===== config.mk =====
export PLATFORM = sky130hd
export DESIGN_NAME = ais_top
export DESIGN_NICKNAME = d
export VERILOG_FILES = /design/src/hdl/ais_pkg.sv /design/src/hdl/ais_conv_if.sv /design/src/hdl/ais_mux.sv /design/src/hdl/ais_sar.sv /design/src/hdl/ais_top.sv
export VERILOG_INCLUDE_DIRS = /design/src /design/src/hdl
export SDC_FILE = /design/constraint.sdc
export NUM_CORES = 1
export LEC_CHECK = 0
export ABC_CLOCK_PERIOD_IN_PS = 3290
export BUFFER_PORTS_ARGS = -buffer_cell sky130_fd_sc_hd__buf_4
export CORE_MARGIN = 2
export CORE_UTILIZATION = 58
export CTS_BUF_LIST = sky130_fd_sc_hd__clkbuf_8
export DETAILED_ROUTE_END_ITERATION = 7
export PLACE_DENSITY_LB_ADDON = 0.2
export SLEW_MARGIN = 20
export SYNTH_ARGS = -nofsm -noshare
export SYNTH_HDL_FRONTEND = slang
export SYNTH_SLANG_ARGS = --single-unit

===== constraint.sdc =====
create_clock -name aclk -period 3.29 [get_ports aclk]
set_input_delay 0.329 -clock aclk [delete_from_list [all_inputs] [get_ports aclk]]
set_output_delay 0.329 -clock aclk [all_outputs]
set_load 0.01 [all_outputs]

===== src/hdl/ais_cfg.svh =====
// Purpose: offsets, field positions, reset values and timing counts
// Assumes: 50 MHz aclk
// Notes: definitions only
`ifndef AIS_CFG_SVH
`define AIS_CFG_SVH

// ----------------------------------------------------------------
// register offsets (byte addresses)
// ----------------------------------------------------------------
`define AIS_OFF_CTRL 8'h00
`define AIS_OFF_SEL 8'h04
`define AIS_OFF_CFG 8'h08
`define AIS_OFF_DATA 8'h0C

// ----------------------------------------------------------------
// control register fields
// ----------------------------------------------------------------
`define AIS_CTRL_EN 0
`define AIS_CTRL_START 1
`define AIS_CTRL_BUSY 2
`define AIS_CTRL_DONE 3
`define AIS_CTRL_DIFF 4
`define AIS_CTRL_BADPOS 5

// ----------------------------------------------------------------
// select field layout and codes
// ----------------------------------------------------------------
`define AIS_NEG_HI 7
`define AIS_NEG_LO 4
`define AIS_POS_HI 3
`define AIS_POS_LO 0
`define AIS_POS_TEMP 4'h8
`define AIS_POS_VDD 4'h9

// ----------------------------------------------------------------
// reset values
// ----------------------------------------------------------------
`define AIS_SEL_RST 8'h00
`define AIS_DATA_RST 8'h00

// ----------------------------------------------------------------
// timing
// ----------------------------------------------------------------
`define AIS_CLK_NS 20
`define AIS_SAMPLE_NS 2000
`define AIS_SAMPLE_CYC ((`AIS_SAMPLE_NS + `AIS_CLK_NS - 1) / `AIS_CLK_NS)
`define AIS_SAR_DIV 3'h5
`define AIS_TRACK_TICKS 2'h3

// ----------------------------------------------------------------
// bus responses
// ----------------------------------------------------------------
`define AIS_RESP_OKAY 2'h0
`define AIS_RESP_SLVERR 2'h2

`endif


===== src/hdl/ais_pkg.sv =====
// Purpose: shared types of the converter front end
// Assumes: nothing
// Notes: constants live in ais_cfg.svh
package ais_pkg;

  typedef enum logic [1:0] {
    ais_gain_half = 2'h0,
    ais_gain_one = 2'h1,
    ais_gain_two = 2'h2,
    ais_gain_four = 2'h3
  } ais_gain_t;

  typedef enum logic [3:0] {
    ais_st_idle = 4'h1,
    ais_st_track = 4'h2,
    ais_st_conv = 4'h4,
    ais_st_done = 4'h8
  } ais_sar_state_t;

endpackage


===== src/hdl/ais_conv_if.sv =====
// Purpose: link between register side and successive-approximation core
// Assumes: one clock
// Notes: start is a one-cycle pulse, done likewise
`timescale 1ns/1ps
`default_nettype none
interface ais_conv_if;
  logic enable;
  logic start;
  logic diff_mode;
  logic busy;
  logic done;
  logic [7:0] result;
  logic [7:0] dac_code;
  logic track;
  modport core (
    input enable,
    input start,
    input diff_mode,
    output busy,
    output done,
    output result,
    output dac_code,
    output track
  );
  modport ctrl (
    output enable,
    output start,
    output diff_mode,
    input busy,
    input done,
    input result,
    input dac_code,
    input track
  );
endinterface
`default_nettype wire


===== src/hdl/ais_mux.sv =====
// Purpose: input multiplexer decode and mode from the channel select
// Assumes: sel comes from a register on aclk
// Notes: all switches open while disabled
`timescale 1ns/1ps
`default_nettype none
`include "ais_cfg.svh"
module ais_mux (
  input wire logic aclk,
  input wire logic aresetn,
  input wire logic enable,
  input wire logic [7:0] sel,
  output logic [7:0] pos_pin,
  output logic pos_temp,
  output logic pos_vdd,
  output logic pos_bad,
  output logic [7:0] neg_pin,
  output logic neg_gnd,
  output logic diff_mode
);
  logic [3:0] neg_code;
  logic [3:0] pos_code;

  // code with top bit set selects no pin
  function automatic logic [7:0] pin_dec(input logic [3:0] code);
    pin_dec = code[3] ? 8'h00 : (8'h01 << code[2:0]);
  endfunction

  assign neg_code = sel[`AIS_NEG_HI:`AIS_NEG_LO];
  assign pos_code = sel[`AIS_POS_HI:`AIS_POS_LO];

  always_ff @(posedge aclk) begin
    if (!aresetn || !enable) begin
      pos_pin <= 8'h00;
      pos_temp <= 1'b0;
      pos_vdd <= 1'b0;
      neg_pin <= 8'h00;
      neg_gnd <= 1'b0;
    end else begin
      pos_pin <= pin_dec(pos_code);
      pos_temp <= (pos_code == `AIS_POS_TEMP);
      pos_vdd <= (pos_code == `AIS_POS_VDD);
      neg_pin <= pin_dec(neg_code);
      neg_gnd <= neg_code[3];
    end
  end

  always_ff @(posedge aclk) begin
    if (!aresetn) begin
      diff_mode <= 1'b1;
      pos_bad <= 1'b0;
    end else begin
      diff_mode <= ~neg_code[3];
      pos_bad <= pos_code[3] && (pos_code[2:1] != 2'h0);
    end
  end
endmodule
`default_nettype wire


===== src/hdl/ais_sar.sv =====
// Purpose: 8-bit successive-approximation sequencer with track-and-hold
// Assumes: cmp_in is an asynchronous comparator level, high when input above dac
// Notes: dropping enable aborts a conversion at once
`timescale 1ns/1ps
`default_nettype none
`include "ais_cfg.svh"
module ais_sar (
  input wire logic aclk,
  input wire logic aresetn,
  input wire logic cmp_in,
  ais_conv_if.core cif
);
  ais_pkg::ais_sar_state_t state;
  logic cmp_s1, cmp_s2, cmp_s3, cmp_f;
  logic [2:0] div_cnt;
  logic tick;
  logic [1:0] trk;
  logic [2:0] idx;
  logic mode_q;

  // differential codes are offset binary from the array; flip msb
  function automatic logic [7:0] fmt(input logic diff, input logic [7:0] code);
    fmt = diff ? {~code[7], code[6:0]} : code;
  endfunction

  always_ff @(posedge aclk) begin
    if (!aresetn) begin
      cmp_s1 <= 1'b0;
      cmp_s2 <= 1'b0;
      cmp_s3 <= 1'b0;
      cmp_f <= 1'b0;
    end else begin
      cmp_s1 <= cmp_in;
      cmp_s2 <= cmp_s1;
      cmp_s3 <= cmp_s2;
      if (cmp_s2 == cmp_s3) begin
        cmp_f <= cmp_s3;
      end
    end
  end

  // sar step enable; restarted per conversion for even spacing
  always_ff @(posedge aclk) begin
    if (!aresetn || state == ais_pkg::ais_st_idle) begin
      div_cnt <= 3'h0;
      tick <= 1'b0;
    end else if (div_cnt == `AIS_SAR_DIV - 3'h1) begin
      div_cnt <= 3'h0;
      tick <= 1'b1;
    end else begin
      div_cnt <= div_cnt + 3'h1;
      tick <= 1'b0;
    end
  end

  always_ff @(posedge aclk) begin
    if (!aresetn || !cif.enable) begin
      state <= ais_pkg::ais_st_idle;
    end else begin
      case (state)
        ais_pkg::ais_st_idle: begin
          if (cif.start) state <= ais_pkg::ais_st_track;
        end
        ais_pkg::ais_st_track: begin
          if (tick && trk == `AIS_TRACK_TICKS - 2'h1) state <= ais_pkg::ais_st_conv;
        end
        ais_pkg::ais_st_conv: begin
          if (tick && idx == 3'h0) state <= ais_pkg::ais_st_done;
        end
        ais_pkg::ais_st_done: state <= ais_pkg::ais_st_idle;
        default: state <= ais_pkg::ais_st_idle;
      endcase
    end
  end

  always_ff @(posedge aclk) begin
    if (!aresetn) begin
      mode_q <= 1'b0;
      trk <= 2'h0;
      idx <= 3'h0;
      cif.dac_code <= 8'h00;
      cif.result <= `AIS_DATA_RST;
      cif.busy <= 1'b0;
      cif.done <= 1'b0;
      cif.track <= 1'b0;
    end else if (!cif.enable) begin
      cif.busy <= 1'b0;
      cif.done <= 1'b0;
      cif.track <= 1'b0;
    end else begin
      cif.done <= 1'b0;
      if (state == ais_pkg::ais_st_idle && cif.start) begin
        mode_q <= cif.diff_mode;
        trk <= 2'h0;
        cif.busy <= 1'b1;
        cif.track <= 1'b1;
      end
      if (state == ais_pkg::ais_st_track && tick) begin
        trk <= trk + 2'h1;
        if (trk == `AIS_TRACK_TICKS - 2'h1) begin
          cif.track <= 1'b0;
          cif.dac_code <= 8'h80;
          idx <= 3'h7;
        end
      end
      if (state == ais_pkg::ais_st_conv && tick) begin
        cif.dac_code[idx] <= cmp_f;
        if (idx == 3'h0) begin
          cif.result <= fmt(mode_q, {cif.dac_code[7:1], cmp_f});
          cif.done <= 1'b1;
          cif.busy <= 1'b0;
        end else begin
          cif.dac_code[idx - 3'h1] <= 1'b1;
          idx <= idx - 3'h1;
        end
      end
    end
  end
endmodule
`default_nettype wire


===== src/hdl/ais_top.sv =====
// Purpose: converter front-end control behind an AXI4-Lite register slave
// Assumes: single 50 MHz clock, synchronous active-low reset
// Notes: analog array, comparator and switches sit outside this logic
`timescale 1ns/1ps
`default_nettype none
`include "ais_cfg.svh"
module ais_top (
  input wire logic aclk,
  input wire logic aresetn,
  input wire logic [7:0] s_axi_awaddr,
  input wire logic s_axi_awvalid,
  output logic s_axi_awready,
  input wire logic [31:0] s_axi_wdata,
  input wire logic [3:0] s_axi_wstrb,
  input wire logic s_axi_wvalid,
  output logic s_axi_wready,
  output logic [1:0] s_axi_bresp,
  output logic s_axi_bvalid,
  input wire logic s_axi_bready,
  input wire logic [7:0] s_axi_araddr,
  input wire logic s_axi_arvalid,
  output logic s_axi_arready,
  output logic [31:0] s_axi_rdata,
  output logic [1:0] s_axi_rresp,
  output logic s_axi_rvalid,
  input wire logic s_axi_rready,
  input wire logic cmp_in,
  output logic [7:0] dac_code,
  output logic track_hold,
  output logic powerdown,
  output ais_pkg::ais_gain_t gain_sel,
  output logic [7:0] pos_pin_sel,
  output logic pos_temp_sel,
  output logic pos_vdd_sel,
  output logic [7:0] neg_pin_sel,
  output logic neg_gnd_sel
);

  // ----------------------------------------------------------------
  // declarations
  // ----------------------------------------------------------------
  ais_conv_if cif ();

  logic enable;
  logic [7:0] chan_sel;
  logic done_flag;
  logic start_pulse;
  logic [6:0] gap_cnt;
  logic diff_mode;
  logic pos_bad;

  logic aw_have;
  logic [7:0] aw_addr_q;
  logic w_have;
  logic [7:0] w_byte_q;
  logic w_strb0_q;
  logic do_write;
  logic wr_ctrl;
  logic wr_sel;
  logic wr_cfg;
  logic wr_hit;

  logic [7:0] rd_byte;
  logic rd_hit;

  // ----------------------------------------------------------------
  // shared address decode
  // ----------------------------------------------------------------
  function automatic logic is_reg(input logic [7:0] addr, input logic [7:0] off);
    is_reg = (addr[7:2] == off[7:2]);
  endfunction

  // ----------------------------------------------------------------
  // write channel capture
  // ----------------------------------------------------------------
  // address and data are taken in either order and held until both exist
  always_ff @(posedge aclk) begin
    if (!aresetn) begin
      s_axi_awready <= 1'b1;
      aw_have <= 1'b0;
      aw_addr_q <= 8'h00;
    end else begin
      if (s_axi_awvalid && s_axi_awready) begin
        s_axi_awready <= 1'b0;
        aw_have <= 1'b1;
        aw_addr_q <= s_axi_awaddr;
      end else if (do_write) begin
        aw_have <= 1'b0;
      end else if (s_axi_bvalid && s_axi_bready) begin
        s_axi_awready <= 1'b1;
      end
    end
  end

  always_ff @(posedge aclk) begin
    if (!aresetn) begin
      s_axi_wready <= 1'b1;
      w_have <= 1'b0;
      w_byte_q <= 8'h00;
      w_strb0_q <= 1'b0;
    end else begin
      if (s_axi_wvalid && s_axi_wready) begin
        s_axi_wready <= 1'b0;
        w_have <= 1'b1;
        w_byte_q <= s_axi_wdata[7:0];
        w_strb0_q <= s_axi_wstrb[0];
      end else if (do_write) begin
        w_have <= 1'b0;
      end else if (s_axi_bvalid && s_axi_bready) begin
        s_axi_wready <= 1'b1;
      end
    end
  end

  assign do_write = aw_have && w_have && !s_axi_bvalid;
  assign wr_hit = is_reg(aw_addr_q, `AIS_OFF_CTRL) || is_reg(aw_addr_q, `AIS_OFF_SEL)
               || is_reg(aw_addr_q, `AIS_OFF_CFG) || is_reg(aw_addr_q, `AIS_OFF_DATA);
  assign wr_ctrl = do_write && w_strb0_q && is_reg(aw_addr_q, `AIS_OFF_CTRL);
  assign wr_sel = do_write && w_strb0_q && is_reg(aw_addr_q, `AIS_OFF_SEL);
  assign wr_cfg = do_write && w_strb0_q && is_reg(aw_addr_q, `AIS_OFF_CFG);

  // ----------------------------------------------------------------
  // write response
  // ----------------------------------------------------------------
  always_ff @(posedge aclk) begin
    if (!aresetn) begin
      s_axi_bvalid <= 1'b0;
      s_axi_bresp <= `AIS_RESP_OKAY;
    end else if (do_write) begin
      s_axi_bvalid <= 1'b1;
      s_axi_bresp <= wr_hit ? `AIS_RESP_OKAY : `AIS_RESP_SLVERR;
    end else if (s_axi_bvalid && s_axi_bready) begin
      s_axi_bvalid <= 1'b0;
    end
  end

  // ----------------------------------------------------------------
  // control and configuration registers
  // ----------------------------------------------------------------
  always_ff @(posedge aclk) begin
    if (!aresetn) begin
      enable <= 1'b0;
    end else if (wr_ctrl) begin
      enable <= w_byte_q[`AIS_CTRL_EN];
    end
  end

  always_ff @(posedge aclk) begin
    if (!aresetn) begin
      powerdown <= 1'b1;
    end else begin
      powerdown <= !enable;
    end
  end

  always_ff @(posedge aclk) begin
    if (!aresetn) begin
      chan_sel <= `AIS_SEL_RST;
    end else if (wr_sel) begin
      chan_sel <= w_byte_q;
    end
  end

  always_ff @(posedge aclk) begin
    if (!aresetn) begin
      gain_sel <= ais_pkg::ais_gain_half;
    end else if (wr_cfg) begin
      gain_sel <= ais_pkg::ais_gain_t'(w_byte_q[1:0]);
    end
  end

  // ----------------------------------------------------------------
  // conversion start and completion
  // ----------------------------------------------------------------
  // starts closer than one sample period are dropped to hold the rate cap
  always_ff @(posedge aclk) begin
    if (!aresetn) begin
      start_pulse <= 1'b0;
      gap_cnt <= 7'h00;
    end else begin
      start_pulse <= 1'b0;
      if (gap_cnt != 7'h00) begin
        gap_cnt <= gap_cnt - 7'h01;
      end
      if (wr_ctrl && w_byte_q[`AIS_CTRL_START] && enable && !cif.busy
          && !start_pulse && gap_cnt == 7'h00) begin
        start_pulse <= 1'b1;
        gap_cnt <= 7'(`AIS_SAMPLE_CYC - 1);
      end
    end
  end

  // completion in the clearing cycle wins
  always_ff @(posedge aclk) begin
    if (!aresetn) begin
      done_flag <= 1'b0;
    end else if (cif.done) begin
      done_flag <= 1'b1;
    end else if (wr_ctrl && w_byte_q[`AIS_CTRL_DONE]) begin
      done_flag <= 1'b0;
    end
  end

  // ----------------------------------------------------------------
  // read channel
  // ----------------------------------------------------------------
  always_comb begin
    rd_byte = 8'h00;
    rd_hit = 1'b1;
    if (is_reg(s_axi_araddr, `AIS_OFF_CTRL)) begin
      rd_byte[`AIS_CTRL_EN] = enable;
      rd_byte[`AIS_CTRL_BUSY] = cif.busy;
      rd_byte[`AIS_CTRL_DONE] = done_flag;
      rd_byte[`AIS_CTRL_DIFF] = diff_mode;
      rd_byte[`AIS_CTRL_BADPOS] = pos_bad;
    end else if (is_reg(s_axi_araddr, `AIS_OFF_SEL)) begin
      rd_byte = chan_sel;
    end else if (is_reg(s_axi_araddr, `AIS_OFF_CFG)) begin
      rd_byte = {6'h00, gain_sel};
    end else if (is_reg(s_axi_araddr, `AIS_OFF_DATA)) begin
      rd_byte = cif.result;
    end else begin
      rd_hit = 1'b0;
    end
  end

  always_ff @(posedge aclk) begin
    if (!aresetn) begin
      s_axi_arready <= 1'b1;
      s_axi_rvalid <= 1'b0;
      s_axi_rdata <= 32'h0000_0000;
      s_axi_rresp <= `AIS_RESP_OKAY;
    end else if (s_axi_arvalid && s_axi_arready) begin
      s_axi_arready <= 1'b0;
      s_axi_rvalid <= 1'b1;
      s_axi_rdata <= {24'h00_0000, rd_byte};
      s_axi_rresp <= rd_hit ? `AIS_RESP_OKAY : `AIS_RESP_SLVERR;
    end else if (s_axi_rvalid && s_axi_rready) begin
      s_axi_rvalid <= 1'b0;
      s_axi_arready <= 1'b1;
    end
  end

  // ----------------------------------------------------------------
  // multiplexer decode
  // ----------------------------------------------------------------
  ais_mux u_mux (
    .aclk(aclk),
    .aresetn(aresetn),
    .enable(enable),
    .sel(chan_sel),
    .pos_pin(pos_pin_sel),
    .pos_temp(pos_temp_sel),
    .pos_vdd(pos_vdd_sel),
    .pos_bad(pos_bad),
    .neg_pin(neg_pin_sel),
    .neg_gnd(neg_gnd_sel),
    .diff_mode(diff_mode)
  );

  // ----------------------------------------------------------------
  // successive-approximation core
  // ----------------------------------------------------------------
  assign cif.enable = enable;
  assign cif.start = start_pulse;
  assign cif.diff_mode = diff_mode;

  ais_sar u_sar (
    .aclk(aclk),
    .aresetn(aresetn),
    .cmp_in(cmp_in),
    .cif(cif)
  );

  assign dac_code = cif.dac_code;
  assign track_hold = cif.track;

endmodule
`default_nettype wire


==> results of run 1 <==
==> stage by stage <==
step | worst slack, ps | power, mW | utilization, % | hold slack (ps)
floorplan | 1160 | 1.69 | - | 398
global placement | 1150 | 1.73 | 67.0 | 414
detailed placement | 1080 | 1.74 | 67.0 | 421
CTS | 1060 | 2.52 | 69.5 | 156
global route | 850 | 2.62 | 69.5 | 172
finish | 1000 | 2.51 | 69.5 | 164
==> critical path, cell delays in order (launching register included) <==
cell,delay [ps]
dfxtp_1,440
inv_1,140
ha_1,420
nor2b_1,310
and4_1,540
mux2i_1,270
nor2_1,60
==> area by class of cell <==
type	count	area, sq um
Sequential cell	111	2220
Clock buffer	10	138
Multi-Input combinational cell	391	2230
Fill cell	621	2380
Clock inverter	6	57.6
Tap cell	102	128
Inverter	15	56.3
Timing Repair Buffer	79	593
==> sequential cells by signal (all words and copies together) (netlist names), 2 cells and up <==
register            count
u_sar.idx               3
gap_cnt                 7
aw_addr_q               6
gain_sel                2
u_mux.pos_pin           8
chan_sel                8
u_sar.cif.result        8
s_axi_rdata             8
u_sar.trk               2
u_sar.state             4
u_sar.div_cnt           3
u_mux.neg_pin           8
w_byte_q                8
u_sar.cif.dac_code      8
==> per-layer routing <==
layer	global-route usage, %	wire length (um)	vias up
li1	-	-	1972
met1	33.7	4740	1851
met2	39.0	4990	160
met3	3.35	672	18
met4	8.57	182	0
met5	0	0	-
==> where the power goes <==
group	total [mW]	switching, mW	internal (mW)	leakage, nW
sequential	1.43	0.0398	1.39	0.900
combinational	0.278	0.154	0.124	1.13
clock	0.795	0.478	0.317	0.102
==> final timing paths <==
| check | startpoint | to | slack [ps] | cells past startpoint |
|---|---|---|---|---|
| worst min-delay path | cmp_in | u_sar.cmp_s1 | 160 | 2 |
| worst min register to register | u_sar.cmp_s1 | u_sar.cmp_s2 | 440 | 1 |
| worst max-delay path | u_sar.idx[1] | u_sar.cif.result[0] | 1000 | 6 |
| worst max register to register | u_sar.idx[1] | u_sar.cif.result[0] | 1000 | 6 |
==> kinds of logic (layout without fill, tap and decap cells) <==
logic type / Yosys count / count (layout) / share of synthesized area (%)
and+or+nand+nor: 228 / 228 / 23.9
adders and majority gates: 6 / 6 / 1.59
AOI/OAI and AO/OA: 111 / 111 / 15.0
other: 1 / 26 / 0.0792
buffers and inverters: 73 / 110 / 8.00
muxes: 15 / 15 / 3.59
xor gates and xnor gates: 5 / 5 / 0.925
DFF: 111 / 111 / 46.9
==> cell usage after synthesis, types with 3 or more instances <==
| cell type | n |
|---|---|
| a21oi_1 | 36 |
| a22o_1 | 4 |
| a22oi_1 | 8 |
| a31oi_1 | 4 |
| and2_1 | 5 |
| buf_4 | 27 |
| clkbuf_1 | 27 |
| dfxtp_1 | 111 |
| ha_1 | 6 |
| inv_1 | 14 |
| mux2_2 | 6 |
| mux2i_1 | 8 |
| nand2_1 | 76 |
| nand2b_1 | 11 |
| nand3_1 | 22 |
| nand4_1 | 4 |
| nor2_1 | 57 |
| nor2b_1 | 6 |
| nor3_1 | 10 |
| nor3b_1 | 5 |
| nor4_1 | 4 |
| o21a_1 | 3 |
| o21ai_0 | 29 |
| o31ai_1 | 3 |
| o32ai_1 | 4 |
| or3_1 | 6 |
| or4_1 | 3 |
| xnor2_1 | 4 |
==> flow_metrics.env, run 1 <==
export IMPL_run_status="complete, no violations"
export IMPL_grt_pass1_wl_um=17100
export IMPL_area_delta_synth_final_pct=14.5
export IMPL_setup_viol_count_final=0
export IMPL_syn_avg_cell_area_sq_um=8.61
export IMPL_ys_seq_area_share_pct=46.9
export IMPL_grt_pass1_vias=3625
export IMPL_numCtsBuffers=9
export IMPL_worst_pin_slew_ps=754
export IMPL_crit_required_ps=3540
export IMPL_vias=4001
export IMPL_ys_seq_elements=111
export IMPL_hold_class="input pin to register"
export IMPL_path_class="register to register"
export IMPL_worstSetupStartpointType="register"
export IMPL_stdcell_count=714
export IMPL_grt_max_degree=56
export IMPL_p_leak_nw=2.13
export IMPL_grt_util_all_layers_pct=24.3
export IMPL_timing_fmax_mhz=437
export IMPL_clockRootBuffer="clkbuf_8"
export IMPL_drt_iter0_drc=290
export IMPL_final_cell_mix="dfxtp_1 (111), buf_4 (79), nand2_1 (76)"
export IMPL_cp_end_kind="register"
export IMPL_dpl_cell_area_sq_um=5230
export IMPL_cts_tree="yes"
export IMPL_cts_setup_buffers=0
export IMPL_fin_crit_sh_pct=69.6
export IMPL_core_sq_um=7810
export IMPL_yosys_warnings=0
export IMPL_nNetsFinal=673
export IMPL_hpwl_um=7420
export IMPL_synthFlopType="dfxtp_1"
export IMPL_ant_nets=0
export IMPL_num_rows=32
export IMPL_drt_pass1_iter_count=5
export IMPL_viasPerCell=5.60
export IMPL_wl_um=10600
export IMPL_antenna_cells=0
export IMPL_ios=132
export IMPL_wl_per_cell_um=14.8
export IMPL_dp_cells=698
export IMPL_final_setup_tns_ps=0
export IMPL_rsz0062_at_grt="false"
export IMPL_antenna_found_initial=0
export IMPL_overflow=0
export IMPL_gp_congestion=0.859
export IMPL_worstPathMaxFanout=15
export IMPL_drc_errors=0
export IMPL_die_height_um=94.4
export IMPL_hold_buffers=0
export IMPL_hold_viol=0
export IMPL_clock_skew_ps=9.99
export IMPL_worstPathArrival_ps=2540
export IMPL_syn_cell_area_sq_um=4740
export IMPL_vdd_drop_max_mv=0.432
export IMPL_dieArea_sq_um=8900
export IMPL_max_slew_margin_rel_pct=49.6
export IMPL_synth_edf_count=0
export IMPL_die_width_um=94.4
export IMPL_insertion_delay_ps=370
export IMPL_syn_inst=550
export IMPL_synth_largest_area_cell="dfxtp_1"
export IMPL_cap_violations=0
export IMPL_layout_commonest_cell="dfxtp_1"
export IMPL_port_buffers=74
export IMPL_async_flop_share_pct=0
export IMPL_drv_slew=0
export IMPL_drive_gt1_share_pct=18.3
export IMPL_fin_crit_ps=2290
export IMPL_final_cell_area_sq_um=5420
export IMPL_cts_num_sinks=111
export IMPL_ys_top_cells_by_area="dfxtp_1 (47%), nand2_1 (6.0%), nor2_1 (4.5%), buf_4 (4.3%), a21oi_1 (3.8%)"
export IMPL_p_per_area_nw_per_um2=462
export IMPL_synth_top_area_share_pct=46.9
export IMPL_initial_core_util_pct=60.7
export IMPL_yosysUniqueCellTypes=64
export IMPL_cts_clk_slew_worst_paths_ps=110
export IMPL_h_tree_depth=3
export IMPL_clockBufferDepth=2
export IMPL_cts_resized=0
Note: power is estimated with default switching activity, not from simulation.
==> run 2, diff against run 1 <==
--- a/config.mk
+++ b/config.mk
@@ -6,10 +6,10 @@
 export SDC_FILE = /design/constraint.sdc
 export NUM_CORES = 1
 export LEC_CHECK = 0
-export ABC_CLOCK_PERIOD_IN_PS = 3290
+export ABC_CLOCK_PERIOD_IN_PS = 2029
 export BUFFER_PORTS_ARGS = -buffer_cell sky130_fd_sc_hd__buf_4
 export CORE_MARGIN = 2
-export CORE_UTILIZATION = 58
+export CORE_UTILIZATION = 49
 export CTS_BUF_LIST = sky130_fd_sc_hd__clkbuf_8
 export DETAILED_ROUTE_END_ITERATION = 7
 export PLACE_DENSITY_LB_ADDON = 0.2
==> constraint.sdc (replaced) <==
create_clock -name aclk -period 2.03 [get_ports aclk]
set_input_delay 0.203 -clock aclk [delete_from_list [all_inputs] [get_ports aclk]]
set_output_delay 0.203 -clock aclk [all_outputs]
set_load 0.01 [all_outputs]
==> run 2 against run 1 <==
Non-clock buffer count rose by 15. Clock power is 60% higher. First-iteration DRC count down 37%. Setup slack worse by 950 ps. Sequential cell count unchanged. Power grew 64%. Register-to-register slack worse by 950 ps. Global-route usage down 4.3 points. Critical path type unchanged. Largest cell class unchanged.
==> flow_metrics.env, run 2 (same netlist as run 1, synthesis figures left out) <==
export IMPL_hold_viol=0
export IMPL_pwr_share_seq_pct=56.4
export IMPL_cts_tree="yes"
export IMPL_die_width_um=102
export IMPL_final_cell_mix="dfxtp_1 (111), buf_4 (94), nand2_1 (76)"
export IMPL_overflow=0
export IMPL_port_buffers=74
export IMPL_die_height_um=102
export IMPL_internal_power_mw=3.00
export IMPL_worstPathArrival_ps=2230
export IMPL_grt_pass1_wl_um=16500
export IMPL_antenna_cells=0
export IMPL_final_cell_area_sq_um=5570
export IMPL_insertion_delay_ps=380
export IMPL_r2r_slack_ps=60
export IMPL_grtUsageMet1_pct=28.1
export IMPL_max_slew_margin_rel_pct=63.2
export IMPL_area_delta_synth_final_pct=17.6
export IMPL_gp_congestion=0.884
export IMPL_busiest_layer="met2"
export IMPL_crit_required_ps=2290
export IMPL_ant_nets=0
export IMPL_layout_commonest_cell="dfxtp_1"
export IMPL_worstPathMaxFanout=5
export IMPL_timing_fmax_mhz=507
export IMPL_run_status="complete, no violations"
export IMPL_drt_pass1_iter_count=4
export IMPL_p_per_area_nw_per_um2=740
export IMPL_p_comb_share_pct=12.7
export IMPL_drt_iter0_drc=182
export IMPL_drc_errors=0
export IMPL_power_switching_mw=1.13
export IMPL_clockRootBuffer="clkbuf_8"
export IMPL_grtUsageMet2_pct=31.6
export IMPL_path_class="register to register"
export IMPL_r2r_worst_path_cells=6
export IMPL_hpwl_um=7610
export IMPL_dpl_cell_area_sq_um=5370
export IMPL_cts_num_sinks=111
export IMPL_num_fill_cells=857
export IMPL_wl_um=10500
export IMPL_viasPerCell=5.25
export IMPL_antenna_found_initial=0
export IMPL_num_rows=35
export IMPL_dp_cells=740
export IMPL_multiInputGateArea_sq_um=2240
export IMPL_vias=3968
export IMPL_wl_per_cell_um=13.8
export IMPL_numCtsBuffers=9
export IMPL_setup_viol_count_final=0
export IMPL_worst_pin_slew_ps=551
export IMPL_initial_core_util_pct=50.8
export IMPL_grt_max_degree=48
export IMPL_whs_ps=33.5
export IMPL_vdd_drop_max_mv=0.502
export IMPL_nNetsFinal=688
export IMPL_switching_share_pct=27.3
export IMPL_core_sq_um=9330
export IMPL_r2r_start="gap_cnt[0]"
export IMPL_drive_gt1_share_pct=20.4
export IMPL_r2r_end="gap_cnt[0]"
export IMPL_pre_cts_ws_ps=84.8
export IMPL_grt_pass1_vias=3468
export IMPL_hold_start="cmp_in"
export IMPL_hold_depth=2
export IMPL_p_leak_nw=2.20
export IMPL_clockBufferDepth=2
export IMPL_worstSetupStartpointType="register"
export IMPL_grt_util_all_layers_pct=20.0
export IMPL_drv_slew=0
export IMPL_fin_crit_sh_pct=97.2
export IMPL_cts_clk_slew_worst_paths_ps=100
export IMPL_fin_crit_ps=1970
export IMPL_met3_usage_pct=3.42
export IMPL_whs_endpoint="u_sar.cmp_s1"
export IMPL_p_clk_share_pct=30.9
export IMPL_h_tree_depth=3
export IMPL_layout_setup_ws_ps=56.1
export IMPL_register_area_sq_um=2220
export IMPL_ios=132
export IMPL_cap_violations=0
export IMPL_dieArea_sq_um=10500
export IMPL_clock_skew_ps=15.7
export IMPL_hold_class="input pin to register"
export IMPL_cp_end_kind="register"
export IMPL_hold_buffers=0
export IMPL_stdcell_count=756
[run 2: changes by cell type in the layout (fill, tap and decap cells not counted)]
cell | previous run | this run
inv_1 | 14 | 15
clkbuf_8 | 10 | 9
or4_1 | 3 | 2
or3_1 | 6 | 5
buf_4 | 79 | 94
or3_4 | 1 | 2
or4_4 | 0 | 1
[run 2: final cells by class]
cell class,count,share of cell area (%)
clock buffers,9,2.22
repair buffers,94,12.7
well taps,129,2.90
flip-flops and latches,111,39.9
clock inverters,7,1.10
multi-input cells,391,40.2
inverters,15,1.01
[run 2: worst max path at each step]
stage                     cells after the start  startpoint    endpoint  slack (ps)
after detailed placement                      6  gap_cnt[0]  gap_cnt[5]          80
after floorplan                               7  gap_cnt[0]  gap_cnt[5]           2
final                                         6  gap_cnt[0]  gap_cnt[0]          60
after CTS                                     6  gap_cnt[0]  gap_cnt[5]          60
after global placement                        6  gap_cnt[0]  gap_cnt[1]         140
after global routing                          6  gap_cnt[0]  gap_cnt[5]         -30
[run 2: per-stage QoR]
| step | power [mW] | utilization, % | TNS (ps) |
|---|---|---|---|
| floorplan | 2.74 | - | 0 |
| global placement | 2.86 | 57.6 | 0 |
| CTS | 4.13 | 59.6 | 0 |
| finish | 4.12 | 59.7 | 0 |
| global route | 4.31 | 59.7 | -86.1 |
| detailed placement | 2.88 | 57.6 | 0 |
[run 2: power groups by stage]
stage                     sequential, mW  clock (mW)  combinational [mW]
final                               2.32        1.27               0.525
after CTS                           2.32        1.30               0.512
after global placement              2.37           0               0.492
after floorplan                     2.36           0               0.377
after global routing                2.34        1.39               0.589
after detailed placement            2.37           0               0.509
[run 2: worst max-delay path: stages, from the launching register on]
cell,delay (ps)
dfxtp_1,340
inv_1,80
ha_1,160
or3b_1,370
or4_4,430
buf_4,170
o31a_2,310
[run 2: per-layer routing]
metal | vias to the layer above | wire length, um | share of wire [%]
met2 | 118 | 4860 | 46
li1 | 2008 | - | -
met3 | 12 | 660 | 6.3
met1 | 1830 | 4800 | 46
met4 | 0 | 128 | 1.2
met5 | - | 0 | 0
[run 2: repair_timing]
item                                    4_1_cts  5_1_grt
buffers inserted                              0        0
gates resized for setup                       0        2
endpoints found under the setup margin        0        5
==> run 3, diff against run 2 <==
--- a/config.mk
+++ b/config.mk
@@ -6,7 +6,7 @@
 export SDC_FILE = /design/constraint.sdc
 export NUM_CORES = 1
 export LEC_CHECK = 0
-export ABC_CLOCK_PERIOD_IN_PS = 2029
+export ABC_CLOCK_PERIOD_IN_PS = 1800
 export BUFFER_PORTS_ARGS = -buffer_cell sky130_fd_sc_hd__buf_4
 export CORE_MARGIN = 2
 export CORE_UTILIZATION = 49
==> constraint.sdc (replaced) <==
create_clock -name aclk -period 1.8 [get_ports aclk]
set_input_delay 0.18 -clock aclk [delete_from_list [all_inputs] [get_ports aclk]]
set_output_delay 0.18 -clock aclk [all_outputs]
set_load 0.01 [all_outputs]
==> run 3 against run 2 <==
The run now ends with setup timing left. Register-to-register slack got worse by 120 ps. Die area did not move. Power rose by 16%. Via count rose by 2.9%. Sequential share of layout area fell by 1.4 points. Clock power rose by 16%. Utilization rose by 2.3 points. Combinational power rose by 33%. Largest cell class unchanged.
==> flow_metrics.env, run 3 (same netlist as run 1, synthesis figures left out) <==
export IMPL_vdd_drop_max_mv=0.706
export IMPL_p_leak_nw=2.30
export IMPL_hold_viol=0
export IMPL_grt_pass1_wl_um=17400
export IMPL_initial_core_util_pct=50.8
export IMPL_clock_skew_ps=14.4
export IMPL_nNetsFinal=707
export IMPL_vias=4084
export IMPL_ios=132
export IMPL_drv_slew=0
export IMPL_drive_gt1_share_pct=25.4
export IMPL_worstSetupStartpointType="register"
export IMPL_rsz0062_at_grt="true"
export IMPL_num_fill_cells=846
export IMPL_die_width_um=102
export IMPL_numCtsBuffers=9
export IMPL_cp_cell_sequence="inv_2, ha_4, or3b_4, or4_4, buf_4, o31a_2"
export IMPL_antenna_found_initial=0
export IMPL_fin_crit_sh_pct=103
export IMPL_timing_fmax_mhz=537
export IMPL_dp_cells=756
export IMPL_wl_per_cell_um=14.0
export IMPL_dpl_cell_area_sq_um=5530
export IMPL_area_delta_synth_final_pct=22.0
export IMPL_stdcell_count=775
export IMPL_clockBufferDepth=2
export IMPL_final_setup_tns_ps=-253
export IMPL_wl_um=10800
export IMPL_setup_viol_count_final=5
export IMPL_grt_max_degree=38
export IMPL_hold_class="input pin to register"
export IMPL_crit_required_ps=2060
export IMPL_cts_tree="yes"
export IMPL_layout_setup_ws_ps=-62.0
export IMPL_path_class="register to register"
export IMPL_final_cell_area_sq_um=5780
export IMPL_worstPathMaxFanout=5
export IMPL_fin_crit_ps=1860
export IMPL_insertion_delay_ps=370
export IMPL_cts_num_sinks=111
export IMPL_r2r_start="gap_cnt[1]"
export IMPL_viasPerCell=5.27
export IMPL_cts_clk_slew_worst_paths_ps=110
export IMPL_cpPeakStageDelay_ps=420
export IMPL_ant_nets=0
export IMPL_worstPathArrival_ps=2120
export IMPL_drt_iter0_drc=306
export IMPL_h_tree_depth=3
export IMPL_register_area_sq_um=2230
export IMPL_num_rows=35
export IMPL_antenna_cells=0
export IMPL_drt_pass1_iter_count=5
export IMPL_p_per_area_nw_per_um2=828
export IMPL_r2r_end="gap_cnt[1]"
export IMPL_cpMaxStageDelayCell="or4_4"
export IMPL_drc_errors=0
export IMPL_grt_pass1_vias=3680
export IMPL_die_height_um=102
export IMPL_cp_end_kind="register"
export IMPL_gp_congestion=0.931
export IMPL_cp_buffers_inverters=2
export IMPL_port_buffers=74
export IMPL_dieArea_sq_um=10500
export IMPL_hold_start="s_axi_wdata[2]"
export IMPL_cp_top_family="simple AND/OR/NAND/NOR gates"
export IMPL_overflow=0
export IMPL_violations="setup timing"
export IMPL_grt_util_all_layers_pct=20.9
export IMPL_core_sq_um=9330
export IMPL_run_status="finished with violations"
export IMPL_r2r_worst_path_cells=6
export IMPL_clockRootBuffer="clkbuf_8"
export IMPL_layout_commonest_cell="buf_4"
export IMPL_hpwl_um=7900
export IMPL_multiInputGateArea_sq_um=2290
export IMPL_cap_violations=0
export IMPL_final_cell_mix="buf_4 (112), dfxtp_1 (107), nand2_1 (76)"
export IMPL_r2r_slack_ps=-60
export IMPL_hold_depth=3
export IMPL_whs_endpoint="w_byte_q[2]"
==> run 3: cell count changes in the layout (fill, tap and decap cells not counted), sizes merged <==
cell,previous run,this run
clkinv,2,3
dlygate4sd3,0,1
inv,20,19
buf,94,112
==> run 3: repair_timing <==
| item | in CTS | in global routing |
|---|---|---|
| hold endpoints to repair | 1 | 0 |
| resized for setup | 2 | 6 |
| hold buffers | 1 | 0 |
| setup buffers | 0 | 2 |
| endpoints found under the setup margin | 6 | 13 |
| pin swaps | 0 | 2 |
==> run 3: how the worst max path moves through the flow <==
stage / start / end / slack (ps) / cells past startpoint
global placement: gap_cnt[1] / gap_cnt[1] / -20 / 6
floorplan: gap_cnt[1] / gap_cnt[5] / -120 / 7
detailed placement: gap_cnt[1] / gap_cnt[1] / -50 / 6
CTS: gap_cnt[1] / gap_cnt[5] / -60 / 6
finish: gap_cnt[1] / gap_cnt[1] / -60 / 6
global route: gap_cnt[1] / gap_cnt[0] / -90 / 6
==> run 3: area by class of cell <==
class	count	area share (%)
clock buffers	9	2.14
clock inverters	7	1.21
inverters	15	0.974
multi-input cells	391	39.6
flip-flops and latches	111	38.5
well taps	129	2.79
repair buffers	113	14.7
==> run 3: metrics by stage <==
stage               power (mW)  setup slack, ps  hold slack (ps)  util [%]
finish                    4.78            -62.0             44.4      61.9
global route              5.00            -94.1             33.3      61.9
CTS                       4.80            -64.6             29.1      61.6
detailed placement        3.33            -54.8              392      59.3
global placement          3.30            -22.1              387      59.3
floorplan                 3.14             -124              307         -
==> run 3: where the power goes <==
part / internal [mW] / switching, mW / leakage (nW)
Sequential: 2.55 / 0.0670 / 0.902
Clock: 0.548 / 0.918 / 0.101
Combinational: 0.368 / 0.329 / 1.30
Total: 3.47 / 1.31 / 2.30
==> run 3: metal layers <==
metal / vias up / global-route usage [%] / routed length, um
li1: 2041 / - / -
met1: 1908 / 29.2 / 5140
met2: 121 / 33.5 / 5010
met3: 14 / 2.80 / 498
met4: 0 / 7.49 / 180
met5: - / 0 / 0
==> run 3: worst min-delay path, cell delays in order <==
cell and delay [ps]:
buf_4 110, nand2_1 40, a21oi_1 50
